`config.mk`:
```
export PLATFORM = sky130hd
export DESIGN_NAME = ccs_top
export DESIGN_NICKNAME = d
export VERILOG_FILES = /design/src/hw/ccs_pkg.sv /design/src/hw/ccs_clk_switch.sv /design/src/hw/ccs_top.sv
export VERILOG_INCLUDE_DIRS = /design/src /design/src/hw
export SDC_FILE = /design/constraint.sdc
export NUM_CORES = 1
export LEC_CHECK = 0
export ABC_AREA = 1
export BUFFER_PORTS_ARGS = -buffer_cell sky130_fd_sc_hd__buf_2
export CAP_MARGIN = 5
export CORE_MARGIN = 3
export CORE_UTILIZATION = 54
export DETAILED_ROUTE_END_ITERATION = 8
export HOLD_SLACK_MARGIN = 0.15
export PLACE_DENSITY = 0.8
export SYNTH_ARGS = -nofsm -noshare
export SYNTH_HDL_FRONTEND = slang
export SYNTH_SLANG_ARGS = --single-unit
```
`constraint.sdc`:
```
create_clock -name i_clk -period 3.1 [get_ports i_clk]
set_input_delay 0.155 -clock i_clk [delete_from_list [all_inputs] [get_ports i_clk]]
set_output_delay 0.155 -clock i_clk [all_outputs]
set_load 0.01 [all_outputs]
```
`src/hw/ccs_params.svh`:
```
`ifndef CCS_PARAMS_SVH
`define CCS_PARAMS_SVH
// register byte offsets
`define CCS_OFS_OSC_CTRL    12'h000
`define CCS_OFS_OSC_TUNE    12'h004
`define CCS_OFS_SEC_TIMER   12'h008
// oscillator control fields
`define CCS_CTRL_IDLE_BIT   7
`define CCS_CTRL_IRCF_HI    6
`define CCS_CTRL_IRCF_LO    4
`define CCS_CTRL_PRIMARY_STARTUP_DONE_BIT   3
`define CCS_CTRL_INTERNAL_FREQ_STABLE_BIT   2
`define CCS_CTRL_SCS_HI     1
`define CCS_CTRL_SCS_LO     0
// tuning fields
`define CCS_TUNE_LF_BIT     7
`define CCS_TUNE_MULT_BIT   6
`define CCS_TUNE_VAL_HI     4
`define CCS_TUNE_VAL_LO     0
// secondary timer control fields
`define CCS_T1_RUN_BIT      6
`define CCS_T1_OSCEN_BIT    3
// reset values and codes
`define CCS_IRCF_RST        3'h4
`define CCS_SCS_RST         2'h0
`define CCS_IRCF_LF         3'h0
`define CCS_MULT_IRCF       2'h3
`define CCS_FOSC_INT_A      4'h8
`define CCS_FOSC_INT_B      4'h9
`define CCS_DIV_FULL        8'hff
// oscillator input positions
`define CCS_OSC_PRI         0
`define CCS_OSC_SEC         1
`define CCS_OSC_FAST        2
`define CCS_OSC_SLOW        3
// timing
`define CCS_OST_TICKS       11'h400
`define CCS_SW_OLD_TICKS    2'h2
`define CCS_SW_NEW_TICKS    2'h3
`define CCS_CLK_PERIOD_NS   25
`define CCS_INTERNAL_FREQ_STABLE_SETTLE_NS  1000000
`endif

```
`src/hw/ccs_pkg.sv`:
```
package ccs_pkg;
	typedef enum logic [2:0] {
		CCS_SW_RUN   = 3'b001,
		CCS_SW_DRAIN = 3'b010,
		CCS_SW_FILL  = 3'b100
	} ccs_sw_state_t;

	typedef enum logic [2:0] {
		CCS_PM_RUN   = 3'b001,
		CCS_PM_IDLE  = 3'b010,
		CCS_PM_SLEEP = 3'b100
	} ccs_pm_state_t;

	typedef enum logic [1:0] {
		CCS_SRC_PRI = 2'h0,
		CCS_SRC_SEC = 2'h1,
		CCS_SRC_INT = 2'h2
	} ccs_src_t;

	function automatic ccs_src_t ccs_src_of(input logic [1:0] sel);
		if (sel[1])
			return CCS_SRC_INT;
		return sel[0] ? CCS_SRC_SEC : CCS_SRC_PRI;
	endfunction : ccs_src_of
endpackage : ccs_pkg

```
`src/hw/ccs_clk_switch.sv`:
```
`timescale 1ns/1ps
`default_nettype none
`include "ccs_params.svh"
module ccs_clk_switch
	import ccs_pkg::*;
(
	// clock and reset
	input  wire logic       i_clk,
	input  wire logic       i_sys_rst,
	// source ticks and requested source
	input  wire logic [2:0] i_ticks,
	input  var  ccs_src_t   i_src,
	// switched device clock
	output logic            o_clk_en,
	output var  ccs_src_t   o_active,
	output logic            o_settled
);
	ccs_sw_state_t st_q, st_d;
	ccs_src_t      cur_q, cur_d, nxt_q, nxt_d;
	logic [1:0]    cnt_q, cnt_d;
	logic          en_q, en_d;

	always_comb begin
		st_d  = st_q;
		cur_d = cur_q;
		nxt_d = nxt_q;
		cnt_d = cnt_q;
		en_d  = 1'b0;
		unique case (st_q)
			CCS_SW_RUN: begin
				en_d = i_ticks[cur_q];
				if (i_src != cur_q) begin
					st_d  = CCS_SW_DRAIN;
					nxt_d = i_src;
					cnt_d = '0;
					en_d  = 1'b0;
				end
			end
			// output held low while the old source counts out two ticks, no runt pulse
			CCS_SW_DRAIN: if (i_ticks[cur_q]) begin
				if (cnt_q == `CCS_SW_OLD_TICKS - 2'h1) begin
					st_d  = CCS_SW_FILL;
					cnt_d = '0;
				end else
					cnt_d = cnt_q + 2'h1;
			end
			CCS_SW_FILL: begin
				if (i_src != nxt_q) begin
					nxt_d = i_src;
					cnt_d = '0;
				end else if (i_ticks[nxt_q]) begin
					if (cnt_q == `CCS_SW_NEW_TICKS - 2'h1) begin
						st_d  = CCS_SW_RUN;
						cur_d = nxt_q;
						cnt_d = '0;
					end else
						cnt_d = cnt_q + 2'h1;
				end
			end
			default: st_d = CCS_SW_RUN;
		endcase
	end

	always_ff @(posedge i_clk or posedge i_sys_rst) begin
		if (i_sys_rst) begin
			st_q  <= CCS_SW_RUN;
			cur_q <= CCS_SRC_PRI;
			nxt_q <= CCS_SRC_PRI;
			cnt_q <= '0;
			en_q  <= 1'b0;
		end else begin
			st_q  <= st_d;
			cur_q <= cur_d;
			nxt_q <= nxt_d;
			cnt_q <= cnt_d;
			en_q  <= en_d;
		end
	end

	assign o_clk_en  = en_q;
	assign o_active  = cur_q;
	assign o_settled = (st_q == CCS_SW_RUN);
endmodule : ccs_clk_switch
`default_nettype wire

```
`src/hw/ccs_top.sv`:
```
// Chosen here: the address map and register access over APB.
`timescale 1ns/1ps
`default_nettype none
`include "ccs_params.svh"
// Operation
// - select field routes primary, secondary or internal
// - select write switches clock after two old and three new ticks
// - every reset clears select to primary
// - frequency field picks 8 MHz down to 31 kHz
// - frequency change acts on output immediately
// - frequency resets to 1 MHz, idle bit to zero
// - low code uses fast/256 or slow RC
// - slow RC always clocks watchdog
// - startup bit set when timer expired, primary runs
// - stable bit set when fast osc clocks device via internal select
// - secondary active bit shows secondary clock use
// - at most one clock status bit set
// - sleep goes idle or full sleep by bit
// - secondary select ignored while its oscillator off
// - glitch-free switch, two old plus three new
// - startup bit reset follows two-speed config
// - primary mode comes from nonvolatile config field
// - multiplier only at top two codes, internal primary
// - tuning value is signed five bits
module ccs_top
	import ccs_pkg::*;
#(
	parameter int unsigned INTERNAL_FREQ_STABLE_SETTLE_CYC =
		(`CCS_INTERNAL_FREQ_STABLE_SETTLE_NS + `CCS_CLK_PERIOD_NS - 1) / `CCS_CLK_PERIOD_NS
)(
	// clock and reset
	input  wire logic              i_clk,
	input  wire logic              i_sys_rst,
	// apb slave
	input  wire logic              i_psel,
	input  wire logic              i_penable,
	input  wire logic              i_pwrite,
	input  wire logic [11:0]       i_paddr,
	input  wire logic [31:0]       i_pwdata,
	output logic [31:0]            o_prdata,
	output logic                   o_pready,
	output logic                   o_pslverr,
	// oscillator pins, async
	input  wire logic              i_pri_osc,
	input  wire logic              i_sec_osc,
	input  wire logic              i_fast_osc,
	input  wire logic              i_slow_rc,
	// nonvolatile configuration
	input  wire logic [3:0]        i_primary_osc_config,
	input  wire logic              i_two_speed_startup_config,
	// cpu power requests
	input  wire logic              i_sleep_req,
	input  wire logic              i_wake_req,
	// clock enables and state
	output logic                   o_cpu_clk_en,
	output logic                   o_periph_clk_en,
	output logic                   o_wdt_clk_en,
	output logic                   o_mult_en,
	output logic signed [4:0]      o_tuning_value,
	output logic                   o_idle_mode,
	output logic                   o_sleep_mode
);
	localparam logic [15:0] SETTLE_LAST = 16'(INTERNAL_FREQ_STABLE_SETTLE_CYC - 1);

	////////////////////////////////////////////////////////////////////////
	logic [3:0] osc_raw;
	logic [3:0] tick;
	assign osc_raw = {i_slow_rc, i_fast_osc, i_sec_osc, i_pri_osc};

	for (genvar g = 0; g < 4; g++) begin : g_sync
		logic meta_q, sync_q, prev_q;
		always_ff @(posedge i_clk or posedge i_sys_rst) begin
			if (i_sys_rst) begin
				meta_q <= 1'b0;
				sync_q <= 1'b0;
				prev_q <= 1'b0;
			end else begin
				meta_q <= osc_raw[g];
				sync_q <= meta_q;
				prev_q <= sync_q;
			end
		end
		assign tick[g] = sync_q & ~prev_q;
	end

	////////////////////////////////////////////////////////////////////////
	logic       idle_en_q, idle_en_d;
	logic [2:0] ircf_q, ircf_d;
	logic [1:0] scs_q, scs_d;
	logic       lf_q, lf_d;
	logic       mult_q, mult_d;
	logic [4:0] tun_q, tun_d;
	logic       oscen_q, oscen_d;
	logic       pready_q, pready_d;
	logic       err_q, err_d;
	logic [31:0] rdata_q, rdata_d;

	logic access, hit_ctrl, hit_tune, hit_t1, mapped, wr;
	logic primary_startup_done, internal_freq_stable, secondary_clock_active, pri_is_int, mult_avail;
	logic [31:0] rd;

	assign access   = i_psel & i_penable;
	assign hit_ctrl = (i_paddr == `CCS_OFS_OSC_CTRL);
	assign hit_tune = (i_paddr == `CCS_OFS_OSC_TUNE);
	assign hit_t1   = (i_paddr == `CCS_OFS_SEC_TIMER);
	assign mapped   = hit_ctrl | hit_tune | hit_t1;
	assign wr       = access & pready_q & i_pwrite & ~err_q;

	assign pri_is_int = (i_primary_osc_config == `CCS_FOSC_INT_A)
		| (i_primary_osc_config == `CCS_FOSC_INT_B);
	assign mult_avail = pri_is_int & (ircf_q[2:1] == `CCS_MULT_IRCF);

	always_comb begin
		rd = '0;
		if (hit_ctrl) begin
			rd[`CCS_CTRL_IDLE_BIT] = idle_en_q;
			rd[`CCS_CTRL_IRCF_HI:`CCS_CTRL_IRCF_LO] = ircf_q;
			rd[`CCS_CTRL_PRIMARY_STARTUP_DONE_BIT] = primary_startup_done;
			rd[`CCS_CTRL_INTERNAL_FREQ_STABLE_BIT] = internal_freq_stable;
			rd[`CCS_CTRL_SCS_HI:`CCS_CTRL_SCS_LO] = scs_q;
		end else if (hit_tune) begin
			rd[`CCS_TUNE_LF_BIT]   = lf_q;
			rd[`CCS_TUNE_MULT_BIT] = mult_q & mult_avail;
			rd[`CCS_TUNE_VAL_HI:`CCS_TUNE_VAL_LO] = tun_q;
		end else if (hit_t1) begin
			rd[`CCS_T1_RUN_BIT]   = secondary_clock_active;
			rd[`CCS_T1_OSCEN_BIT] = oscen_q;
		end
	end

	always_comb begin
		idle_en_d = idle_en_q;
		ircf_d    = ircf_q;
		scs_d     = scs_q;
		lf_d      = lf_q;
		mult_d    = mult_q;
		tun_d     = tun_q;
		oscen_d   = oscen_q;
		pready_d  = access & ~pready_q;
		err_d     = access & ~pready_q & ~mapped;
		rdata_d   = rdata_q;
		if (access & ~pready_q & ~i_pwrite)
			rdata_d = rd;
		if (wr & hit_ctrl) begin
			idle_en_d = i_pwdata[`CCS_CTRL_IDLE_BIT];
			ircf_d    = i_pwdata[`CCS_CTRL_IRCF_HI:`CCS_CTRL_IRCF_LO];
			// sec request dropped while its oscillator is off
			if (ccs_src_of(i_pwdata[`CCS_CTRL_SCS_HI:`CCS_CTRL_SCS_LO]) != CCS_SRC_SEC
				|| oscen_q)
				scs_d = i_pwdata[`CCS_CTRL_SCS_HI:`CCS_CTRL_SCS_LO];
		end
		if (wr & hit_tune) begin
			lf_d   = i_pwdata[`CCS_TUNE_LF_BIT];
			mult_d = i_pwdata[`CCS_TUNE_MULT_BIT];
			tun_d  = i_pwdata[`CCS_TUNE_VAL_HI:`CCS_TUNE_VAL_LO];
		end
		if (wr & hit_t1)
			oscen_d = i_pwdata[`CCS_T1_OSCEN_BIT];
	end

	always_ff @(posedge i_clk or posedge i_sys_rst) begin
		if (i_sys_rst) begin
			idle_en_q <= 1'b0;
			ircf_q    <= `CCS_IRCF_RST;
			scs_q     <= `CCS_SCS_RST;
			lf_q      <= 1'b0;
			mult_q    <= 1'b0;
			tun_q     <= '0;
			oscen_q   <= 1'b0;
			pready_q  <= 1'b0;
			err_q     <= 1'b0;
			rdata_q   <= '0;
		end else begin
			idle_en_q <= idle_en_d;
			ircf_q    <= ircf_d;
			scs_q     <= scs_d;
			lf_q      <= lf_d;
			mult_q    <= mult_d;
			tun_q     <= tun_d;
			oscen_q   <= oscen_d;
			pready_q  <= pready_d;
			err_q     <= err_d;
			rdata_q   <= rdata_d;
		end
	end

	////////////////////////////////////////////////////////////////////////
	logic [7:0] ps_q, ps_d;
	logic [7:0] ps_mask;
	logic       int_tick, pri_tick, fast_on;
	logic       dev_en, settled;
	ccs_src_t   active;

	assign fast_on = (ircf_q != `CCS_IRCF_LF) | lf_q;
	// postscaler taps follow the field live, no resync on change
	assign ps_mask = (ircf_q == `CCS_IRCF_LF) ? `CCS_DIV_FULL
		: (`CCS_DIV_FULL >> (4'(ircf_q) + 4'h1));
	assign ps_d = tick[`CCS_OSC_FAST] ? ps_q + 8'h01 : ps_q;

	always_comb begin
		if (ircf_q == `CCS_IRCF_LF && !lf_q)
			int_tick = tick[`CCS_OSC_SLOW];
		else
			int_tick = tick[`CCS_OSC_FAST] & ((ps_q & ps_mask) == ps_mask);
	end
	assign pri_tick = pri_is_int ? int_tick : tick[`CCS_OSC_PRI];

	always_ff @(posedge i_clk or posedge i_sys_rst) begin
		if (i_sys_rst)
			ps_q <= '0;
		else
			ps_q <= ps_d;
	end

	ccs_clk_switch u_switch (
		.i_clk     (i_clk),
		.i_sys_rst (i_sys_rst),
		.i_ticks   ({int_tick, tick[`CCS_OSC_SEC], pri_tick}),
		.i_src     (ccs_src_of(scs_q)),
		.o_clk_en  (dev_en),
		.o_active  (active),
		.o_settled (settled)
	);

	////////////////////////////////////////////////////////////////////////
	logic        init_q, init_d;
	logic        ost_done_q, ost_done_d;
	logic [10:0] ost_cnt_q, ost_cnt_d;
	logic        stable_q, stable_d;
	logic [15:0] stab_cnt_q, stab_cnt_d;

	always_comb begin
		init_d     = 1'b0;
		ost_done_d = ost_done_q;
		ost_cnt_d  = ost_cnt_q;
		stable_d   = stable_q;
		stab_cnt_d = stab_cnt_q;
		// strap taken after release, two-speed start begins not ready
		if (init_q)
			ost_done_d = ~i_two_speed_startup_config;
		else if (!ost_done_q && pri_tick) begin
			ost_cnt_d = ost_cnt_q + 11'h001;
			if (ost_cnt_q == `CCS_OST_TICKS - 11'h001)
				ost_done_d = 1'b1;
		end
		if (!fast_on || (wr && hit_tune)) begin
			stable_d   = 1'b0;
			stab_cnt_d = '0;
		end else if (!stable_q) begin
			stab_cnt_d = stab_cnt_q + 16'h0001;
			stable_d   = (stab_cnt_q == SETTLE_LAST);
		end
	end

	always_ff @(posedge i_clk or posedge i_sys_rst) begin
		if (i_sys_rst) begin
			init_q     <= 1'b1;
			ost_done_q <= 1'b0;
			ost_cnt_q  <= '0;
			stable_q   <= 1'b0;
			stab_cnt_q <= '0;
		end else begin
			init_q     <= init_d;
			ost_done_q <= ost_done_d;
			ost_cnt_q  <= ost_cnt_d;
			stable_q   <= stable_d;
			stab_cnt_q <= stab_cnt_d;
		end
	end

	// each flag needs the switch settled on its own source
	assign primary_startup_done  = ost_done_q & settled & (active == CCS_SRC_PRI);
	assign internal_freq_stable  = stable_q & fast_on & settled & (active == CCS_SRC_INT);
	assign secondary_clock_active = settled & (active == CCS_SRC_SEC);

	////////////////////////////////////////////////////////////////////////
	ccs_pm_state_t pm_q, pm_d;
	logic cpu_q, cpu_d, per_q, per_d, wdt_q, mult_en_q;

	always_comb begin
		pm_d = pm_q;
		unique case (pm_q)
			CCS_PM_RUN: if (i_sleep_req)
				pm_d = idle_en_q ? CCS_PM_IDLE : CCS_PM_SLEEP;
			CCS_PM_IDLE, CCS_PM_SLEEP: if (i_wake_req)
				pm_d = CCS_PM_RUN;
			default: pm_d = CCS_PM_RUN;
		endcase
		cpu_d = dev_en & (pm_q == CCS_PM_RUN);
		per_d = dev_en & (pm_q != CCS_PM_SLEEP);
	end

	always_ff @(posedge i_clk or posedge i_sys_rst) begin
		if (i_sys_rst) begin
			pm_q      <= CCS_PM_RUN;
			cpu_q     <= 1'b0;
			per_q     <= 1'b0;
			wdt_q     <= 1'b0;
			mult_en_q <= 1'b0;
		end else begin
			pm_q      <= pm_d;
			cpu_q     <= cpu_d;
			per_q     <= per_d;
			wdt_q     <= tick[`CCS_OSC_SLOW];
			mult_en_q <= mult_q & mult_avail;
		end
	end

	assign o_prdata        = rdata_q;
	assign o_pready        = pready_q;
	assign o_pslverr       = err_q;
	assign o_cpu_clk_en    = cpu_q;
	assign o_periph_clk_en = per_q;
	assign o_wdt_clk_en    = wdt_q;
	assign o_mult_en       = mult_en_q;
	assign o_tuning_value  = tun_q;
	assign o_idle_mode     = (pm_q == CCS_PM_IDLE);
	assign o_sleep_mode    = (pm_q == CCS_PM_SLEEP);
endmodule : ccs_top
`default_nettype wire

```
==> flow_metrics.tcl, run 1 <==
set metrics [dict create \
    status "completed" \
    period_minus_slack_ps 2530 \
    ys_warn_count 0 \
    ff2ff_setup_slack_ps 1030 \
    drt-initial-drc-count 232 \
    start_util_pct 56.4 \
    multi_input_area_um2 1740 \
    regToRegStartpoint "ircf_q[1]$_DFFE_PP0P_" \
    cts_root_buffer "clkbuf_8" \
    drv_cap 0 \
    tns_ps 0 \
    synthArstFlopShare_pct 100 \
    syn_avg_cell_area_um2 8.71 \
    regArea_um2 2280 \
    worstHoldStart "i_paddr[3]" \
    cp.arrival_ps 2760 \
    rsz0062_at_grt "no" \
    post-cts-setup-buffers 0 \
    place_inst 662 \
    fin_crit_sh_pct 81.6 \
    hpwlAfterDp_um 6560 \
    grt_usage_pct 21.5 \
    clock_skew_ps 7.25 \
    cts_max_level 3 \
    drtAntennaViolNets 0 \
    finalHoldViolations 0 \
    grt_max_degree 41 \
    nNetsFinal 653 \
    die-area_um2 9280 \
    postCtsHoldBufs 19 \
    clock_sinks 91 \
    coreArea_um2 7810 \
    critPathMaxFanout 9 \
    synth_ff_type "dfrtp_1" \
    routabilityCongestion 0.883 \
    area_growth_pct 16.4 \
    synth_area_leaders "dfrtp_1 49%, nand2_1 7.8%, inv_1 6.0%" \
    avgViaCountPerCell 5.11 \
    drcViolationCount 0 \
    die_w_um 96.3 \
    hold_class "in -> reg" \
    reg2reg_to "u_switch.cnt_q[0]$_DFFE_PP0P_" \
    drive_above_1_share_pct 16.5 \
    ir_worst_vdd_mv 0.259 \
    pin_count 105 \
    cts.reportedPaths.clkPinSlew_ps 80 \
    slew_headroom_pct 50.4 \
    critPathCaptureType "register" \
    dieHeight_um 96.3 \
    place_area_um2 4720 \
    clock_latency_ps 350 \
    cts_tree "yes" \
    rows 32 \
    syn_inst 506 \
    yosysTopAreaCell "dfrtp_1" \
    setup_viol 0 \
    max_freq_mhz 395 \
    fin_cells 695 \
    synth_top_area_share_pct 49.4 \
    fin_area_um2 5130 \
    synthesis.area_um2 4410 \
    final-max-slew-violation-count 0 \
    grt_pass1_wl_um 15400 \
    r2r_cells 14 \
    grt_pass1_vias 3408 \
    routedWlPerCell_um 13.2 \
    num_vias 3554 \
    ys_seq_area_share_pct 51.8 \
    dr.pass1.iters 5 \
    synth_edf_count 0 \
    antenna_found_initial 0 \
    leakage_nw 2.54 \
    postLayoutCoreUtil_pct 65.7 \
    critPathCapture "o_prdata[0]$_DFFE_PP0P_" \
    crit_type "in -> reg" \
    synth_top_cells_by_count "91 x nand2_1, 87 x dfrtp_1, 71 x inv_1, 57 x nor2_1, 30 x o21ai_0" \
    synthMostInstantiatedCell "nand2_1" \
    cp_data_required_time_ps 3330 \
    tightest_slew_ps 738 \
    startpoint "i_penable" \
    gr-total-overflow 0 \
    hold_ws_ps 182 \
    synth_cell_types 37 \
    ys_ff_latch 91 \
    post_cts_resized 0 \
    port_buffers 55 \
    fill_cells 640 \
    powerDensity_nw_per_um2 541 \
    antenna_cells 0 \
    totalWireLength_um 9150 \
    cts_buffer_depth 2 \
    cp-start-kind "input port" \
    cts_made_buffers 9 \
]
-- registers in the layout (all words and copies together), names as in the netlist, 2 cells and up --
register	count
stab_cnt_q	16
ost_cnt_q	11
o_prdata	8
ps_q	8
o_tuning_value	5
g_sync.meta_q	4
g_sync.prev_q	4
g_sync.sync_q	4
ircf_q	3
pm_q	3
u_switch.st_q	3
scs_q	2
u_switch.cnt_q	2
u_switch.nxt_q	2
u_switch.o_active	2
-- per-layer routing --
layer / routed length (um) / GRT usage, % / part of all wire (%) / up-vias
li1: - / - / - / 1737
met1: 4080 / 28.9 / 45 / 1674
met2: 4280 / 34.8 / 47 / 130
met3: 644 / 4.53 / 7.0 / 13
met4: 144 / 7.36 / 1.6 / 0
met5: 0 / 0 / 0 / -
-- cell families after synthesis --
| kind of cell | count (synthesis) | synth area share, % |
|---|---|---|
| DFF | 91 | 51.8 |
| muxes | 2 | 0.511 |
| xor gates and xnor gates | 24 | 4.77 |
| AOI/OAI and AO/OA | 54 | 6.76 |
| other | 1 | 0.0851 |
| buffers and inverters | 100 | 10.7 |
| and+or+nand+nor | 231 | 24.5 |
| adders and majority gates | 3 | 0.852 |
-- power by group --
group	internal (W)	total [W]	switching [W]
sequential	0.00131	0.00139	0.0000785
combinational	0.000188	0.000510	0.000322
clock	0.000490	0.000877	0.000387
total	0.00199	0.00277	0.000788
-- final cells by class --
cell class | instances | area share (%)
Sequential cell | 91 | 44.5
Timing Repair Buffer | 77 | 9.52
Tap cell | 102 | 2.49
Multi-Input combinational cell | 339 | 34.0
Clock inverter | 2 | 1.17
Inverter | 72 | 5.30
Clock buffer | 12 | 3.03
-- cell usage in the layout (no fill, tap or decap), types with 17 or more instances in the layout --
master         instances
nor2_1                57
buf_2                 55
conb_1                25
dlygate4sd3_1         19
nand2_1               91
nand3_1               26
o21ai_0               30
inv_1                 70
dfrtp_1               87
xor2_1                20
nor3_1                17
-- worst min path at each step --
stage | slack, ps | endpoint | depth (start not counted)
6_report | 180 | o_prdata[2]$_DFFE_PP0P_ | 4
5_1_grt | 190 | o_pslverr$_DFF_PP0_ | 3
4_1_cts | 170 | o_prdata[2]$_DFFE_PP0P_ | 4
3_5_place_dp | 260 | u_switch.cnt_q[1]$_DFFE_PP0P_ | 2
3_3_place_gp | 260 | u_switch.st_q[1]$_DFFE_PP0P_ | 2
2_1_floorplan | 190 | g_sync[0].meta_q$_DFF_PP0_ | 0
-- worst max-delay path, stage by stage --
cell	delay (ps)
dlygate4sd3_1	520
buf_2	100
nand2_1	60
dlygate4sd3_1	550
nor2_1	120
inv_1	70
nor2_1	480
inv_1	290
a221oi_1	340
nor2_1	80
-- metrics by stage --
step	total power, W	worst slack [ps]
3_5_place_dp	0.00190	1070
6_report	0.00277	571
4_1_cts	0.00279	629
2_1_floorplan	0.00177	588
3_3_place_gp	0.00186	1100
5_1_grt	0.00295	325
Note: power is estimated with default switching activity, not from simulation.
==> run 2, diff against run 1 <==
==> constraint.sdc (replaced) <==
create_clock -name i_clk -period 2.4 [get_ports i_clk]
set_input_delay 0.12 -clock i_clk [delete_from_list [all_inputs] [get_ports i_clk]]
set_output_delay 0.12 -clock i_clk [all_outputs]
set_load 0.01 [all_outputs]
==> run 2 against run 1 <==
Via count is 0.45% lower. Routed wire length down 3.6%. Hold slack got worse by 16 ps. Global-route usage is 0.62 points lower. Sequential cell count unchanged. Non-clock buffer count increased by 3. Final cell count increased by 0.72%. Register-to-register slack got worse by 610 ps. Critical path type unchanged. Critical endpoint is now o_prdata[7]$_DFFE_PP0P_. Largest cell class unchanged.
==> flow_metrics.tcl, run 2 (synthesis gave the netlist of run 1 again) <==
set metrics [dict create \
    status "completed" \
    fin_crit_sh_pct 86.0 \
    tightest_slew_ps 548 \
    powerDensity_nw_per_um2 684 \
    cp-start-kind "input port" \
    final_cell_mix "91 x nand2_1, 87 x dfrtp_1, 70 x inv_1, 57 x nor2_1, 55 x buf_2" \
    power_switching_w 0.00104 \
    clock_latency_ps 360 \
    drive_above_1_share_pct 17.2 \
    dieHeight_um 96.3 \
    pin_count 105 \
    cp_data_required_time_ps 2640 \
    die-area_um2 9280 \
    port_buffers 55 \
    dr.pass1.iters 4 \
    max_freq_mhz 485 \
    cts_root_buffer "clkbuf_8" \
    hpwlAfterDp_um 6350 \
    clock_skew_ps 7.42 \
    start_util_pct 56.4 \
    coreArea_um2 7810 \
    internal_power_w 0.00249 \
    drv_cap 0 \
    setup_viol 0 \
    place_inst 665 \
    tns_ps 0 \
    die_w_um 96.3 \
    finalHoldViolations 0 \
    cp.arrival_ps 2300 \
    swShare_pct 29.4 \
    rows 32 \
    avgViaCountPerCell 5.05 \
    slew_headroom_pct 63.2 \
    drt-initial-drc-count 205 \
    hold_class "in -> reg" \
    leakage_nw 2.55 \
    crit_chain "dlygate4sd3_1 -> buf_2 -> nand2_1 -> dlygate4sd3_1 -> nor2_1 -> inv_1 -> nor2_1 -> buf_4 -> inv_1 -> a221oi_1 -> nor2_1" \
    largest_reg_flops 16 \
    clock_sinks 91 \
    grt_usage_pct 20.9 \
    grt_pass1_vias 3428 \
    power_frac_comb_pct 18.9 \
    final_common_cell "nand2_1" \
    cts_made_buffers 9 \
    clkPwrFrac_pct 30.3 \
    num_vias 3538 \
    totalWireLength_um 8820 \
    pwr-share-seq_pct 50.8 \
    grt_max_degree 92 \
    hold_ws_ps 166 \
    fin_cells 700 \
    critPathCaptureType "register" \
    routedWlPerCell_um 12.6 \
    nNetsFinal 656 \
    routabilityCongestion 0.855 \
    largest_register "stab_cnt_q" \
    crit_family "buffers and inverters" \
    critPathSlowestCell "dlygate4sd3_1" \
    gr-total-overflow 0 \
    grt_pass1_wl_um 15100 \
    cp_num_buf_inv 6 \
    ff2ff_setup_slack_ps 420 \
    rsz0062_at_grt "no" \
    ir_worst_vdd_mv 0.435 \
    post_cts_resized 0 \
    critPathMaxFanout 9 \
    slowest_delay_ps 550 \
    final-max-slew-violation-count 0 \
    cts_buffer_depth 2 \
    area_growth_pct 17.0 \
    cts_tree "yes" \
    cts.reportedPaths.clkPinSlew_ps 90 \
    crit_type "in -> reg" \
    reg_top3 "stab_cnt_q x16, ost_cnt_q x11" \
    drtAntennaViolNets 0 \
    drcViolationCount 0 \
    cts_max_level 3 \
    antenna_cells 0 \
    antenna_found_initial 0 \
    cpMostUsedCell "nor2_1" \
    period_minus_slack_ps 2060 \
]
run 2: cell types whose count changed in the layout (fill, tap and decap cells not counted), sizes merged:
cell / before / now
buf: 58 / 61
clkinv: 1 / 3
bufinv: 2 / 1
clkinvlp: 0 / 1
run 2: final timing paths:
check                           depth (start not counted)                       endpoint                  startpoint
worst max-delay path                                   11        o_prdata[7]$_DFFE_PP0P_                   i_penable
worst max register to register                         15  u_switch.cnt_q[0]$_DFFE_PP0P_       ircf_q[2]$_DFFE_PP1P_
max in group asynchronous                               4               init_q$_DFF_PP1_                   i_sys_rst
worst min-delay path                                    3            o_pslverr$_DFF_PP0_                  i_paddr[2]
min in group asynchronous                               4     stab_cnt_q[13]$_DFFE_PP0P_                   i_sys_rst
worst min register to register                          0     g_sync[0].sync_q$_DFF_PP0_  g_sync[0].meta_q$_DFF_PP0_
run 2: layout make-up:
class / count / area [um2]
Fill cell: 645 / 2660
Clock buffer: 12 / 155
Inverter: 72 / 274
Timing Repair Buffer: 80 / 523
Multi-Input combinational cell: 339 / 1740
Tap cell: 102 / 128
Sequential cell: 91 / 2280
Clock inverter: 4 / 48.8
run 2: what timing repair did:
action | 4_1_cts | 5_1_grt
buffers inserted | 0 | 0
endpoints found under the setup margin | 0 | 0
hold endpoints to repair | 111 | 0
hold buffers | 19 | 0
run 2: layer usage:
layer / GRT usage [%] / vias to the layer above / part of all wire [%] / wire, um
met5: 0 / - / 0 / 0
met4: 5.37 / 0 / 0.88 / 78
met3: 5.79 / 9 / 6.2 / 546
met2: 35.0 / 106 / 48 / 4260
met1: 26.8 / 1677 / 45 / 3940
li1: - / 1746 / - / -
run 2: worst register-to-register path, stage by stage, from the launching register on:
cell and delay [ps]:
dfstp_2 610, nand2_1 70, nand2_1 70, nand2_1 50, nor2_1 110, nand3_1 100, nand2_2 120, nand2_2 80
nand2_4 90, nand2_1 80, nand3_1 70, nand2_1 60, inv_1 140, nand3_1 110, nand2_1 70, nand2_1 40
run 2: power groups by stage:
stage,combinational [W],clock [W],sequential [W]
finish,0.000665,0.00107,0.00179
global route,0.000781,0.00115,0.00181
CTS,0.000668,0.00109,0.00179
detailed placement,0.000641,0,0.00182
global placement,0.000614,0,0.00181
floorplan,0.000480,0,0.00181
run 2: metrics by stage:
step	power, W	cell area [um2]	utilization (%)	setup WS, ps
4_1_cts	0.00355	5150	66.0	406
3_5_place_dp	0.00246	4760	60.9	429
5_1_grt	0.00374	5150	66.0	164
2_1_floorplan	0.00229	4500	-	682
3_3_place_gp	0.00243	4760	60.9	457
6_report	0.00352	5150	66.0	337
